## config.mk

```make
export PLATFORM = sky130hd
export DESIGN_NAME = ccr_converter_config
export DESIGN_NICKNAME = d
export VERILOG_FILES = /design/src/ccr_pkg.sv /design/src/ccr_pin_sync.sv /design/src/ccr_spi_frame.sv /design/src/ccr_converter_config.sv
export SDC_FILE = /design/constraint.sdc
export NUM_CORES = 1
export LEC_CHECK = 0
export BUFFER_PORTS_ARGS = -buffer_cell sky130_fd_sc_hd__buf_2
export CAP_MARGIN = 30
export CORE_MARGIN = 4
export CORE_UTILIZATION = 34
export CTS_BUF_LIST = sky130_fd_sc_hd__clkbuf_8
export CTS_CLUSTER_SIZE = 10
export DETAILED_ROUTE_END_ITERATION = 8
export PLACE_DENSITY_LB_ADDON = 0.15
export SYNTH_ARGS = -nofsm -noshare
export SYNTH_HDL_FRONTEND = slang
export SYNTH_HIERARCHICAL = 1
export SYNTH_SLANG_ARGS = --single-unit
```

## constraint.sdc

```tcl
create_clock -name clk -period 3.7 [get_ports clk]
set_input_delay 0.74 -clock clk [delete_from_list [all_inputs] [get_ports clk]]
set_output_delay 0.74 -clock clk [all_outputs]
set_load 0.01 [all_outputs]
```

## src/ccr_pkg.sv

```systemverilog
// constants for the converter configuration register block
// assumes a 16-bit serial frame, msb first, write flag in bit 15
package ccr_pkg;
    // frame layout
    localparam logic [4:0] FRAME_BITS = 5'h10;
    localparam int WR_BIT = 15;
    localparam int ADDR_HI = 14;
    localparam int ADDR_LO = 8;
    // register addresses, bits 14:8 of the frame
    localparam logic [6:0] ADDR_SWITCH = 7'h05;
    localparam logic [6:0] ADDR_CTRL = 7'h06;
    localparam logic [6:0] ADDR_SETUP_A = 7'h09;
    localparam logic [6:0] ADDR_DELAY = 7'h0A;
    // reset values
    localparam logic [7:0] RST_SWITCH = 8'h00;
    localparam logic [7:0] RST_CTRL = 8'h00;
    localparam logic [7:0] RST_SETUP_A = 8'h08;
    localparam logic [7:0] RST_DELAY = 8'h80;
    localparam logic [15:0] RST_REPLY = 16'h0000;
    // switching mode fields
    localparam int SW_DEV = 0;
    localparam int SW_RATE = 1;
    localparam int SW_SPREAD = 2;
    localparam int SW_GND = 3;
    localparam int SW_VIN = 4;
    localparam int SW_CCM = 5;
    localparam int SW_DCM = 6;
    // device control fields
    localparam int CT_IDLE = 0;
    localparam int CT_SOFT_RESET_CMD = 1;
    localparam int CT_CLR = 2;
    localparam int CT_TRIM = 3;
    localparam int CT_SLOPE_LO = 4;
    localparam int CT_SLOPE_HI = 5;
    localparam int CT_GM = 6;
    localparam int CT_SAT = 7;
    // float switch setup fields
    localparam int FS_JUMP_HI = 3;
    localparam int FS_DONE = 4;
    localparam int FS_START = 5;
    localparam int FS_LIM = 6;
    localparam int FS_SAT = 7;
    // jump code 0 means the largest ratio
    localparam logic [3:0] JUMP_MAX_CODE = 4'h0;
    localparam logic [4:0] JUMP_MAX_STEPS = 5'h10;
endpackage

```

## src/ccr_pin_sync.sv

```systemverilog
// three-stage synchroniser with agreement filter for pin inputs
// assumes pins are asynchronous to clk and change slowly against it
`timescale 1ns/1ps
`default_nettype none
module ccr_pin_sync
    import ccr_pkg::*;
#(
    parameter int WIDTH = 4,
    parameter logic [WIDTH-1:0] INIT = '0
) (
    // clock and reset
    input wire logic clk,
    input wire logic rst,
    // raw pins and filtered levels
    input wire logic [WIDTH-1:0] pinIn,
    output logic [WIDTH-1:0] level
);
    logic [WIDTH-1:0] stage1;
    logic [WIDTH-1:0] stage2;
    logic [WIDTH-1:0] stage3;

    genvar i;
    generate
        for (i = 0; i < WIDTH; i++) begin : g_bit
            // a level counts only once stages two and three agree
            always_ff @(posedge clk) begin
                if (rst) begin
                    stage1[i] <= INIT[i];
                    stage2[i] <= INIT[i];
                    stage3[i] <= INIT[i];
                    level[i] <= INIT[i];
                end else begin
                    stage1[i] <= pinIn[i];
                    stage2[i] <= stage1[i];
                    stage3[i] <= stage2[i];
                    if (stage2[i] == stage3[i]) begin
                        level[i] <= stage3[i];
                    end
                end
            end
        end
    endgenerate
endmodule
`default_nettype wire

```

## src/ccr_spi_frame.sv

```systemverilog
// serial frame engine: input sampled on sck fall, output changed on sck rise
// assumes filtered pin levels; sck must stay well below clk / 8
`timescale 1ns/1ps
`default_nettype none
module ccr_spi_frame
    import ccr_pkg::*;
(
    // clock and reset
    input wire logic clk,
    input wire logic rst,
    // filtered pin levels
    input wire logic csnLvl,
    input wire logic sckLvl,
    input wire logic sdiLvl,
    // reply for the next frame, received word
    input wire logic [15:0] reply,
    output logic frameValid,
    output logic [15:0] frameWord,
    // serial out
    output logic sdo,
    output logic sdoOe_n
);
    logic csnPrev;
    logic sckPrev;
    logic [4:0] bitCount;
    logic [15:0] rxShift;
    logic [15:0] txShift;
    logic csnFall;
    logic csnRise;
    logic sckRise;
    logic sckFall;

    assign csnFall = csnPrev & ~csnLvl;
    assign csnRise = ~csnPrev & csnLvl;
    assign sckRise = ~sckPrev & sckLvl & ~csnLvl;
    assign sckFall = sckPrev & ~sckLvl & ~csnLvl;

    always_ff @(posedge clk) begin
        if (rst) begin
            csnPrev <= 1'b1;
            sckPrev <= 1'b0;
        end else begin
            csnPrev <= csnLvl;
            sckPrev <= sckLvl;
        end
    end

    // count saturates past 16 so long frames are dropped, not wrapped
    always_ff @(posedge clk) begin
        if (rst || csnFall) begin
            bitCount <= 5'h00;
            rxShift <= 16'h0000;
        end else if (sckFall) begin
            rxShift <= {rxShift[14:0], sdiLvl};
            if (bitCount <= FRAME_BITS) begin
                bitCount <= bitCount + 5'h01;
            end
        end
    end

    always_ff @(posedge clk) begin
        if (rst) begin
            frameValid <= 1'b0;
            frameWord <= 16'h0000;
        end else begin
            frameValid <= csnRise && (bitCount == FRAME_BITS);
            if (csnRise) begin
                frameWord <= rxShift;
            end
        end
    end

    always_ff @(posedge clk) begin
        if (rst) begin
            txShift <= 16'h0000;
            sdo <= 1'b0;
            sdoOe_n <= 1'b1;
        end else begin
            sdoOe_n <= csnLvl;
            if (csnFall) begin
                txShift <= reply;
            end else if (sckRise) begin
                sdo <= txShift[15];
                txShift <= {txShift[14:0], 1'b0};
            end
        end
    end
endmodule
`default_nettype wire

```

## src/ccr_converter_config.sv

```systemverilog
// converter configuration register bank behind the serial port
// assumes a serial host on the pins and analog loop logic on the outputs
// How it works
// - switching bit 0 picks spread deviation, 0 is 16 percent, 1 is 8.
// - switching bit 2 enables spread spectrum, reset off.
// - switching bit 4 set disables input voltage feedback, reset enabled.
// - switching bit 5 set forces continuous conduction during soft start.
// - switching bit 6 set holds fourth bridge transistor off.
// - control bit 0 set selects idle, reset active.
// - writing 1 to control bit 2 clears latched faults.
// - control bit 3 selects trim from last calibration, else host value.
// - control bits 5:4 set slope compensation strength, reset nominal.
// - control bit 6 boosts amplifier gain while current is below 80 percent.
// - control bit 7 reduces amplifier saturation current, reset inactive.
// - setup bits 3:0 set jump steps, code 0 means 16, reset 8.
// - setup bit 4 reads done after routine, cleared when start is set.
// - setup bit 5 written 1 starts the float switch routine.
// - setup bit 6 picks discharge current limit, two thirds or half.
// - setup bit 7 reduces amplifier current only while routine runs.
// - delay register holds routine delay code, reset 80 hex.
// - unmapped writes ignored, unmapped reads answer the diagnosis frame.
// - frames are 16 bits, bit 15 write flag, address above data.
`timescale 1ns/1ps
`default_nettype none
module ccr_converter_config
    import ccr_pkg::*;
(
    // clock and reset
    input wire logic clk,
    input wire logic rst,
    // serial port pins
    input wire logic spiCs_n,
    input wire logic spiSck,
    input wire logic spiSdi,
    output logic spiSdo,
    output logic spiSdoOe_n,
    // status from the rest of the device
    input wire logic [15:0] stdDiagFrame,
    input wire logic floatRoutineDoneIn,
    input wire logic currentBelow80,
    // switching mode controls
    output logic spreadDeviationSel,
    output logic spreadRateSel,
    output logic spreadEnable,
    output logic groundShortCheckOff,
    output logic inputFeedbackDisable,
    output logic forcedContinuousInSoftstart,
    output logic discontinuousEnable,
    // device controls
    output logic idleMode,
    output logic softResetCmd,
    output logic clearLatchedFaultsCmd,
    output logic autoTrimSourceSel,
    output logic [1:0] slopeComp,
    output logic ampGainBoost,
    output logic ampGainBoostActive,
    output logic ampSatCurrentReduce,
    // float switch controls
    output logic [3:0] jumpRatioCode,
    output logic [4:0] jumpRatioSteps,
    output logic floatRoutineDone,
    output logic floatRoutineStart,
    output logic dischargeLimitReduce,
    output logic ampCurrentReduceInRoutine,
    output logic ampCurrentReduceActive,
    output logic [7:0] floatRoutineDelay
);
    logic csnLvl;
    logic sckLvl;
    logic sdiLvl;
    logic belowLvl;
    logic frameValid;
    logic [15:0] frameWord;
    logic [15:0] replyWord;
    logic [6:0] addr;
    logic [7:0] wrData;
    logic isWrite;
    logic wrSwitch;
    logic wrCtrl;
    logic wrSetupA;
    logic wrDelay;
    logic mapped;
    logic softResetHit;
    logic [7:0] readByte;

    // current level comes from the analog side, so it is filtered like a pin
    ccr_pin_sync #(
        .WIDTH(4),
        .INIT(4'h1)
    ) u_sync (
        .clk(clk),
        .rst(rst),
        .pinIn({currentBelow80, spiSdi, spiSck, spiCs_n}),
        .level({belowLvl, sdiLvl, sckLvl, csnLvl})
    );

    ccr_spi_frame u_frame (
        .clk(clk),
        .rst(rst),
        .csnLvl(csnLvl),
        .sckLvl(sckLvl),
        .sdiLvl(sdiLvl),
        .reply(replyWord),
        .frameValid(frameValid),
        .frameWord(frameWord),
        .sdo(spiSdo),
        .sdoOe_n(spiSdoOe_n)
    );

    always_comb begin
        addr = frameWord[ADDR_HI:ADDR_LO];
        wrData = frameWord[7:0];
        isWrite = frameWord[WR_BIT];
    end

    always_comb begin
        mapped = (addr == ADDR_SWITCH) || (addr == ADDR_CTRL)
            || (addr == ADDR_SETUP_A) || (addr == ADDR_DELAY);
        wrSwitch = frameValid && isWrite && (addr == ADDR_SWITCH);
        wrCtrl = frameValid && isWrite && (addr == ADDR_CTRL);
        wrSetupA = frameValid && isWrite && (addr == ADDR_SETUP_A);
        wrDelay = frameValid && isWrite && (addr == ADDR_DELAY);
    end

    assign softResetHit = wrCtrl && wrData[CT_SOFT_RESET_CMD];

    // spread and ground check fields, share the same write
    always_ff @(posedge clk) begin
        if (rst || softResetHit) begin
            spreadDeviationSel <= RST_SWITCH[SW_DEV];
            spreadRateSel <= RST_SWITCH[SW_RATE];
            spreadEnable <= RST_SWITCH[SW_SPREAD];
            groundShortCheckOff <= RST_SWITCH[SW_GND];
        end else if (wrSwitch) begin
            spreadDeviationSel <= wrData[SW_DEV];
            spreadRateSel <= wrData[SW_RATE];
            spreadEnable <= wrData[SW_SPREAD];
            groundShortCheckOff <= wrData[SW_GND];
        end
    end

    always_ff @(posedge clk) begin
        if (rst || softResetHit) begin
            inputFeedbackDisable <= RST_SWITCH[SW_VIN];
            forcedContinuousInSoftstart <= RST_SWITCH[SW_CCM];
            discontinuousEnable <= RST_SWITCH[SW_DCM];
        end else if (wrSwitch) begin
            inputFeedbackDisable <= wrData[SW_VIN];
            forcedContinuousInSoftstart <= wrData[SW_CCM];
            discontinuousEnable <= wrData[SW_DCM];
        end
    end

    always_ff @(posedge clk) begin
        if (rst || softResetHit) begin
            idleMode <= RST_CTRL[CT_IDLE];
            autoTrimSourceSel <= RST_CTRL[CT_TRIM];
            slopeComp <= RST_CTRL[CT_SLOPE_HI:CT_SLOPE_LO];
            ampGainBoost <= RST_CTRL[CT_GM];
            ampSatCurrentReduce <= RST_CTRL[CT_SAT];
        end else if (wrCtrl) begin
            idleMode <= wrData[CT_IDLE];
            autoTrimSourceSel <= wrData[CT_TRIM];
            slopeComp <= wrData[CT_SLOPE_HI:CT_SLOPE_LO];
            ampGainBoost <= wrData[CT_GM];
            ampSatCurrentReduce <= wrData[CT_SAT];
        end
    end

    // one-cycle command pulses; nothing is stored, so reads give 0
    always_ff @(posedge clk) begin
        if (rst) begin
            softResetCmd <= 1'b0;
            clearLatchedFaultsCmd <= 1'b0;
        end else begin
            softResetCmd <= softResetHit;
            clearLatchedFaultsCmd <= wrCtrl && wrData[CT_CLR];
        end
    end

    // gain boost only acts below 80 percent of target current
    always_ff @(posedge clk) begin
        if (rst) begin
            ampGainBoostActive <= 1'b0;
            ampCurrentReduceActive <= 1'b0;
        end else begin
            ampGainBoostActive <= ampGainBoost && belowLvl;
            // reduction only while the routine runs
            ampCurrentReduceActive <= ampCurrentReduceInRoutine && floatRoutineStart;
        end
    end

    // jump code and decoded steps, limit, enable
    always_ff @(posedge clk) begin
        if (rst || softResetHit) begin
            jumpRatioCode <= RST_SETUP_A[FS_JUMP_HI:0];
            jumpRatioSteps <= {1'b0, RST_SETUP_A[FS_JUMP_HI:0]};
            dischargeLimitReduce <= RST_SETUP_A[FS_LIM];
            ampCurrentReduceInRoutine <= RST_SETUP_A[FS_SAT];
        end else if (wrSetupA) begin
            jumpRatioCode <= wrData[FS_JUMP_HI:0];
            if (wrData[FS_JUMP_HI:0] == JUMP_MAX_CODE) begin
                jumpRatioSteps <= JUMP_MAX_STEPS;
            end else begin
                jumpRatioSteps <= {1'b0, wrData[FS_JUMP_HI:0]};
            end
            dischargeLimitReduce <= wrData[FS_LIM];
            ampCurrentReduceInRoutine <= wrData[FS_SAT];
        end
    end

    // start bit; routine completion drops it unless a write comes too
    always_ff @(posedge clk) begin
        if (rst || softResetHit) begin
            floatRoutineStart <= RST_SETUP_A[FS_START];
        end else if (wrSetupA) begin
            floatRoutineStart <= wrData[FS_START];
        end else if (floatRoutineDoneIn) begin
            floatRoutineStart <= 1'b0;
        end
    end

    // done flag, a completion in the clearing cycle still sets it
    always_ff @(posedge clk) begin
        if (rst || softResetHit) begin
            floatRoutineDone <= RST_SETUP_A[FS_DONE];
        end else if (floatRoutineDoneIn) begin
            floatRoutineDone <= 1'b1;
        end else if (wrSetupA && wrData[FS_START]) begin
            floatRoutineDone <= 1'b0;
        end
    end

    always_ff @(posedge clk) begin
        if (rst || softResetHit) begin
            floatRoutineDelay <= RST_DELAY;
        end else if (wrDelay) begin
            floatRoutineDelay <= wrData;
        end
    end

    // command bits are never held, so they read back as zero
    always_comb begin
        readByte = 8'h00;
        unique case (addr)
            ADDR_SWITCH: begin
                readByte = {1'b0, discontinuousEnable, forcedContinuousInSoftstart,
                    inputFeedbackDisable, groundShortCheckOff, spreadEnable,
                    spreadRateSel, spreadDeviationSel};
            end
            ADDR_CTRL: begin
                readByte = {ampSatCurrentReduce, ampGainBoost, slopeComp,
                    autoTrimSourceSel, 1'b0, 1'b0, idleMode};
            end
            ADDR_SETUP_A: begin
                readByte = {ampCurrentReduceInRoutine, dischargeLimitReduce,
                    floatRoutineStart, floatRoutineDone, jumpRatioCode};
            end
            ADDR_DELAY: begin
                readByte = floatRoutineDelay;
            end
            default: begin
                readByte = 8'h00;
            end
        endcase
    end

    // reply goes out in the next frame; unmapped or write gives diagnosis
    always_ff @(posedge clk) begin
        if (rst) begin
            replyWord <= RST_REPLY;
        end else if (frameValid) begin
            if (!isWrite && mapped) begin
                replyWord <= {1'b0, addr, readByte};
            end else begin
                replyWord <= stdDiagFrame;
            end
        end
    end
endmodule
`default_nettype wire

```

Word level (Yosys, flattened, before mapping)
Cells that the tools add are included.

Flip-flop bits (word level): 127. Input port bits: 23. Word-level logic and storage cells: 103.

Add/sub/neg operators: 1. Magnitude comparators: 1. Eq/ne operators: 9. Multiplexer cells: 9. Bitwise logic cells: 11. Reductions and logical operators: 24.

Operator list (number): 2-to-1 mux 16 bit (3); case mux 8 bit (4 select lines) (1); equality test 7 x 3 -> 1 bit (second input constant) (2); equality test 7 x 4 -> 1 bit (second input constant) (2); logical AND 1 bit (12); bitwise AND 1 bit (6); nonzero test 2 bit (3); adder 5 x 1 -> 5 bit (second input constant) (1); equality test 5 bit (second input constant) (1); less-or-equal comparator 5 bit (second input constant) (1); logical OR 1 bit (5); 2-to-1 mux 5 bit (1); inverter 1 bit (5); equality test 1 bit (4); zero test 4 bit (1); 2-to-1 mux 1 bit (4); AND reduction 2 bit (2); zero test 1 bit (1).

Logic depth before layout (Yosys ltp)
Depth after elaboration: 6. Mapped depth: 7. Mapped depth without buffers: 6.

Hierarchy
The synthesis kept the hierarchy.

By module, submodules not included: ccr_converter_config (times used 1, cells an instance 245, area an instance 2316.0 um2, sequential area each 1081.0 um2); ccr_spi_frame (times used 1, cells an instance 253, area an instance 2222.1 um2, sequential area each 1141.1 um2); ccr_pin_sync (times used 1, cells an instance 41, area an instance 471.7 um2, sequential area each 320.3 um2).

Least setup slack after synthesis
No wires, ideal clock.

Path type: register to register. Start: register u_frame.frameWord[13]. End: register replyWord[2]. Arrival time: 1.787 ns. Path slack: 1.854 ns. Cell stages (with the launch flop): 7. Period minus slack after synthesis: 1.846 ns. Cells stage by stage: dfxtp_1 or3_1 buf_6 or4_4 buf_6 a311oi_2 o31a_1.

Cells in the longest elaborated chain, start to end: 6. Elaborated cells between the ends (all ways): 10. Classes of those cells: 4 x eq/ne; 2 x mux; 4 x reduce/logical.

RTL lines: start, declared (RTL line ccr_spi_frame.sv:18) `output logic [15:0] frameWord,`; start signal, assigned (RTL line ccr_spi_frame.sv:68) `frameWord <= rxShift;`; equality test 7 x 3 -> 1 bit (RTL line ccr_converter_config.sv:117, ccr_converter_config.sv:245); logical OR 1 bit (RTL line ccr_converter_config.sv:117) `mapped = (addr == ADDR_SWITCH) || (addr == ADDR_CTRL)`; logical OR 1 bit (2 in series) (RTL line ccr_converter_config.sv:118) `|| (addr == ADDR_SETUP_A) || (addr == ADDR_DELAY);`; logical AND 1 bit (RTL line ccr_converter_config.sv:273) `if (!isWrite && mapped) begin`; 2-to-1 mux 16 bit (*) (RTL line ccr_converter_config.sv:273); end signal, assigned (RTL line ccr_converter_config.sv:274) `replyWord <= {1'b0, addr, readByte};`; end signal, assigned (RTL line ccr_converter_config.sv:276) `replyWord <= stdDiagFrame;`; end, declared (RTL line ccr_converter_config.sv:74) `logic [15:0] replyWord;`.

Mark *: on every way between the ends. The rest lies on a longest branch, timed or not. A chain may end at the register's enable or synchronous reset.

Worst setup path after layout
Start: register u_frame.frameWord[13]. End: register floatRoutineDelay[7].

Cells in the longest elaborated chain, start to end: 4. Elaborated cells between the ends (all ways): 6. Classes of those cells: 2 x eq/ne; 4 x reduce/logical.

RTL lines: equality test 7 x 3 -> 1 bit (RTL line ccr_converter_config.sv:120) `wrCtrl = frameValid && isWrite && (addr == ADDR_CTRL);`; logical AND 1 bit (RTL line ccr_converter_config.sv:120); logical AND 1 bit (RTL line ccr_converter_config.sv:125) `assign softResetHit = wrCtrl && wrData[CT_SOFT_RESET_CMD];`; logical OR 1 bit (RTL line ccr_converter_config.sv:235) `if (rst || softResetHit) begin`; end signal, assigned (RTL line ccr_converter_config.sv:238) `floatRoutineDelay <= wrData;`; end, declared (RTL line ccr_converter_config.sv:66) `output logic [7:0] floatRoutineDelay`.

Several ways; a longest one is shown, not always the timed one.

==> results.py <==
metrics = {
    "run_status": {
        "status": "finished, final reports clean",
    },
    "cells_and_area": {
        "finish.cell_count_without_fillers": 794,
        "final_layout_size_suffix_gt1_share_pct": 18.4,
        "final_util_pct": 40.8,
        "synthToLayoutAreaGrowth_pct": 17.8,
        "layout.nets": 622,
        "final_cell_mix": "127 x dfxtp_1, 94 x nand2_1, 62 x buf_2",
        "final_common_cell": "dfxtp_1",
        "n_antenna_cell": 0,
    },
    "clock_tree": {
        "cts_tree": "built",
        "post_cts_buffers": 0,
        "clock_tree.root_cell": "clkbuf_8",
        "cts.sinks": 127,
        "htree_levels": 4,
        "post_cts_resized": 0,
        "cts_hold_buffers": 0,
        "insertion_delay_ns": 0.43,
        "clk_path_buf_depth": 2,
        "cts_made_buffers": 17,
        "clkTransAtPathRegs_ns": 0.07,
    },
    "synthesis": {
        "ys.flop_type": "dfxtp_1",
        "yosysUniqueCellTypes": 50,
        "ys_ff_latch": 127,
        "synthDominantCellAreaShare_pct": 50.7,
        "seq_area_frac_synth_pct": 50.7,
        "synth.largest_area_cell": "dfxtp_1",
        "ys_async_sr_fraction_pct": 0,
        "synth_area_um2": 5010,
        "syn-mean-instance-area_um2": 9.29,
        "syn-num-nets": 564,
        "netlist_instances": 539,
        "synth_edf_count": 0,
        "synthTopCellsByArea": "dfxtp_1 51%, mux2i_1 7.8%, nand2_1 7.0%",
        "yosysWarnings": 6,
    },
    "sta": {
        "slew_violations": 0,
        "maxSlewHeadroom_pct": 36.4,
        "skew_ns": 0.00708,
        "setup_tns_ns": 0,
        "tightest_slew_ns": 0.952,
        "finalCriticalPeriod_ns": 2.16,
        "fmax_ghz": 0.463,
        "rsz0062_at_grt": "false",
        "finalSetupViolCount": 0,
        "hold_viol_final": 0,
        "hold_ws_ns": 0.407,
        "min_period_over_period_pct": 58.4,
    },
    "placed_design": {
        "numPortBuffers": 62,
        "gp_congestion": 0.859,
        "place_inst": 760,
        "dpl.hpwl_um": 8480,
    },
    "worst_setup_path": {
        "crit_fanout": 10,
        "worstPathRequired_ns": 4.03,
        "r2r_setup_slack_ns": 1.54,
        "crit_path_start_kind": "flip-flop",
        "worst_setup_path_end_kind": "flip-flop",
        "cp.arrival_ns": 2.49,
        "crit_type": "flip-flop to flip-flop",
    },
    "global_routing": {
        "antenna_found_initial": 0,
        "grt_pass1_vias": 3710,
        "overflow": 0,
        "grtUsageTotal_pct": 15.3,
        "grt_max_degree": 34,
        "grt_pass1_wl_um": 19900,
    },
    "power_and_ir_drop": {
        "clkPwrFrac_pct": 47.6,
        "p_seq_share_pct": 50.5,
        "p_leak_nw": 2.11,
        "swShare_pct": 19.9,
        "p_switching_w": 0.000544,
        "ir_worst_vdd_mv": 0.234,
        "p_int_w": 0.00218,
        "power_density_nw_per_um2": 462,
        "p_comb_share_pct": 1.9,
    },
    "floorplan": {
        "die_w_um": 129,
        "die_area_um2": 16700,
        "boundaryPins": 63,
        "start_util_pct": 34.6,
        "rows": 44,
        "die_h_um": 129,
        "coreArea_um2": 14500,
    },
    "routing": {
        "drt-initial-drc-count": 297,
        "wl_um": 12100,
        "via_per_inst": 4.92,
        "drc": 0,
        "wl_per_cell_um": 15.2,
        "drt-pass1-iter-count": 4,
        "vias": 3905,
        "antenna_left": 0,
    },
    "worst_hold_path": {
        "hold_class": "flip-flop to flip-flop",
    },
    "job": {
        "cap_violations": 0,
    },
}
-- logic make-up (layout without fill, tap and decap cells) --
logic type	Yosys count	after routing	share of synthesized area, %
muxes	39	39	7.79
buffers and inverters	38	109	3.87
xor gates and xnor gates	4	4	0.699
adders and majority gates	2	2	0.499
DFF	127	127	50.7
and+or+nand+nor	208	208	20.3
AOI/OAI and AO/OA	121	121	16.1
-- metrics by stage --
step           total power [W]  cell area (µm²)  worst slack, ns
2_1_floorplan          0.00144             5010             1.85
3_3_place_gp           0.00146             5440             1.56
3_5_place_dp           0.00146             5450             1.52
4_1_cts                0.00277             5890             1.52
5_1_grt                0.00283             5900             1.39
6_report               0.00273             5900             1.54
-- power groups by stage --
| stage | combinational (W) | sequential [W] | clock, W |
|---|---|---|---|
| final | 0.0000515 | 0.00138 | 0.00130 |
| after global placement | 0.0000517 | 0.00141 | 0 |
| after CTS | 0.0000526 | 0.00138 | 0.00134 |
| after floorplan | 0.0000290 | 0.00141 | 0 |
| after global routing | 0.0000576 | 0.00138 | 0.00139 |
| after detailed placement | 0.0000524 | 0.00141 | 0 |
-- critical path, stage by stage (launching register included) --
cell,delay [ns]
dfxtp_1,0.31
or3_1,0.60
nor4_4,0.76
nor2b_1,0.10
a211o_1,0.28
-- worst paths after layout --
path / from / end / cells past startpoint
max: u_frame/frameWord[13]$_SDFFE_PP0P_ / floatRoutineDelay[7]$_SDFFE_PP1P_ / 4
min: u_sync/stage1[0]$_SDFF_PP1_ / u_sync/stage2[0]$_SDFF_PP1_ / 1
max reg2reg: u_frame/frameWord[13]$_SDFFE_PP0P_ / floatRoutineDelay[7]$_SDFFE_PP1P_ / 4
min reg2reg: u_sync/stage1[0]$_SDFF_PP1_ / u_sync/stage2[0]$_SDFF_PP1_ / 1
-- Yosys cell counts, types with 3 or more instances --
cell	count
nor2_1	47
mux2i_1	39
a211oi_1	18
o22a_1	5
dfxtp_1	127
xnor2_1	4
inv_1	6
nand3_1	8
nor4_1	3
clkbuf_1	21
nor4_4	3
nand2_1	94
a311oi_1	3
nor2b_1	11
nand2b_1	11
and3_1	4
and2b_1	6
buf_6	6
a21oi_1	54
o21ai_0	11
buf_2	5
a22oi_1	17
or2_1	3
-- flip-flops by register name (all words and copies together), names as in the netlist, 5 cells and up --
signal	count
u_frame/txShift	16
jumpRatioSteps	5
replyWord	16
u_frame/bitCount	5
floatRoutineDelay	8
u_frame/rxShift	16
u_frame/frameWord	16
-- layout make-up --
type,count,area [µm²]
Clock inverter,11,148
Sequential cell,127,2540
Inverter,6,22.5
Clock buffer,21,289
Timing Repair Buffer,71,382
Multi-Input combinational cell,374,2290
Tap cell,184,230
Fill cell,1453,8580
-- layer usage --
layer	vias up	global-route usage (%)	wire [µm]
met4	0	6.11	185
li1	1994	-	-
met2	75	23.7	5640
met5	-	0	0
met1	1820	20.4	5670
met3	16	4.16	589
Power figures use the tool's default switching activity.
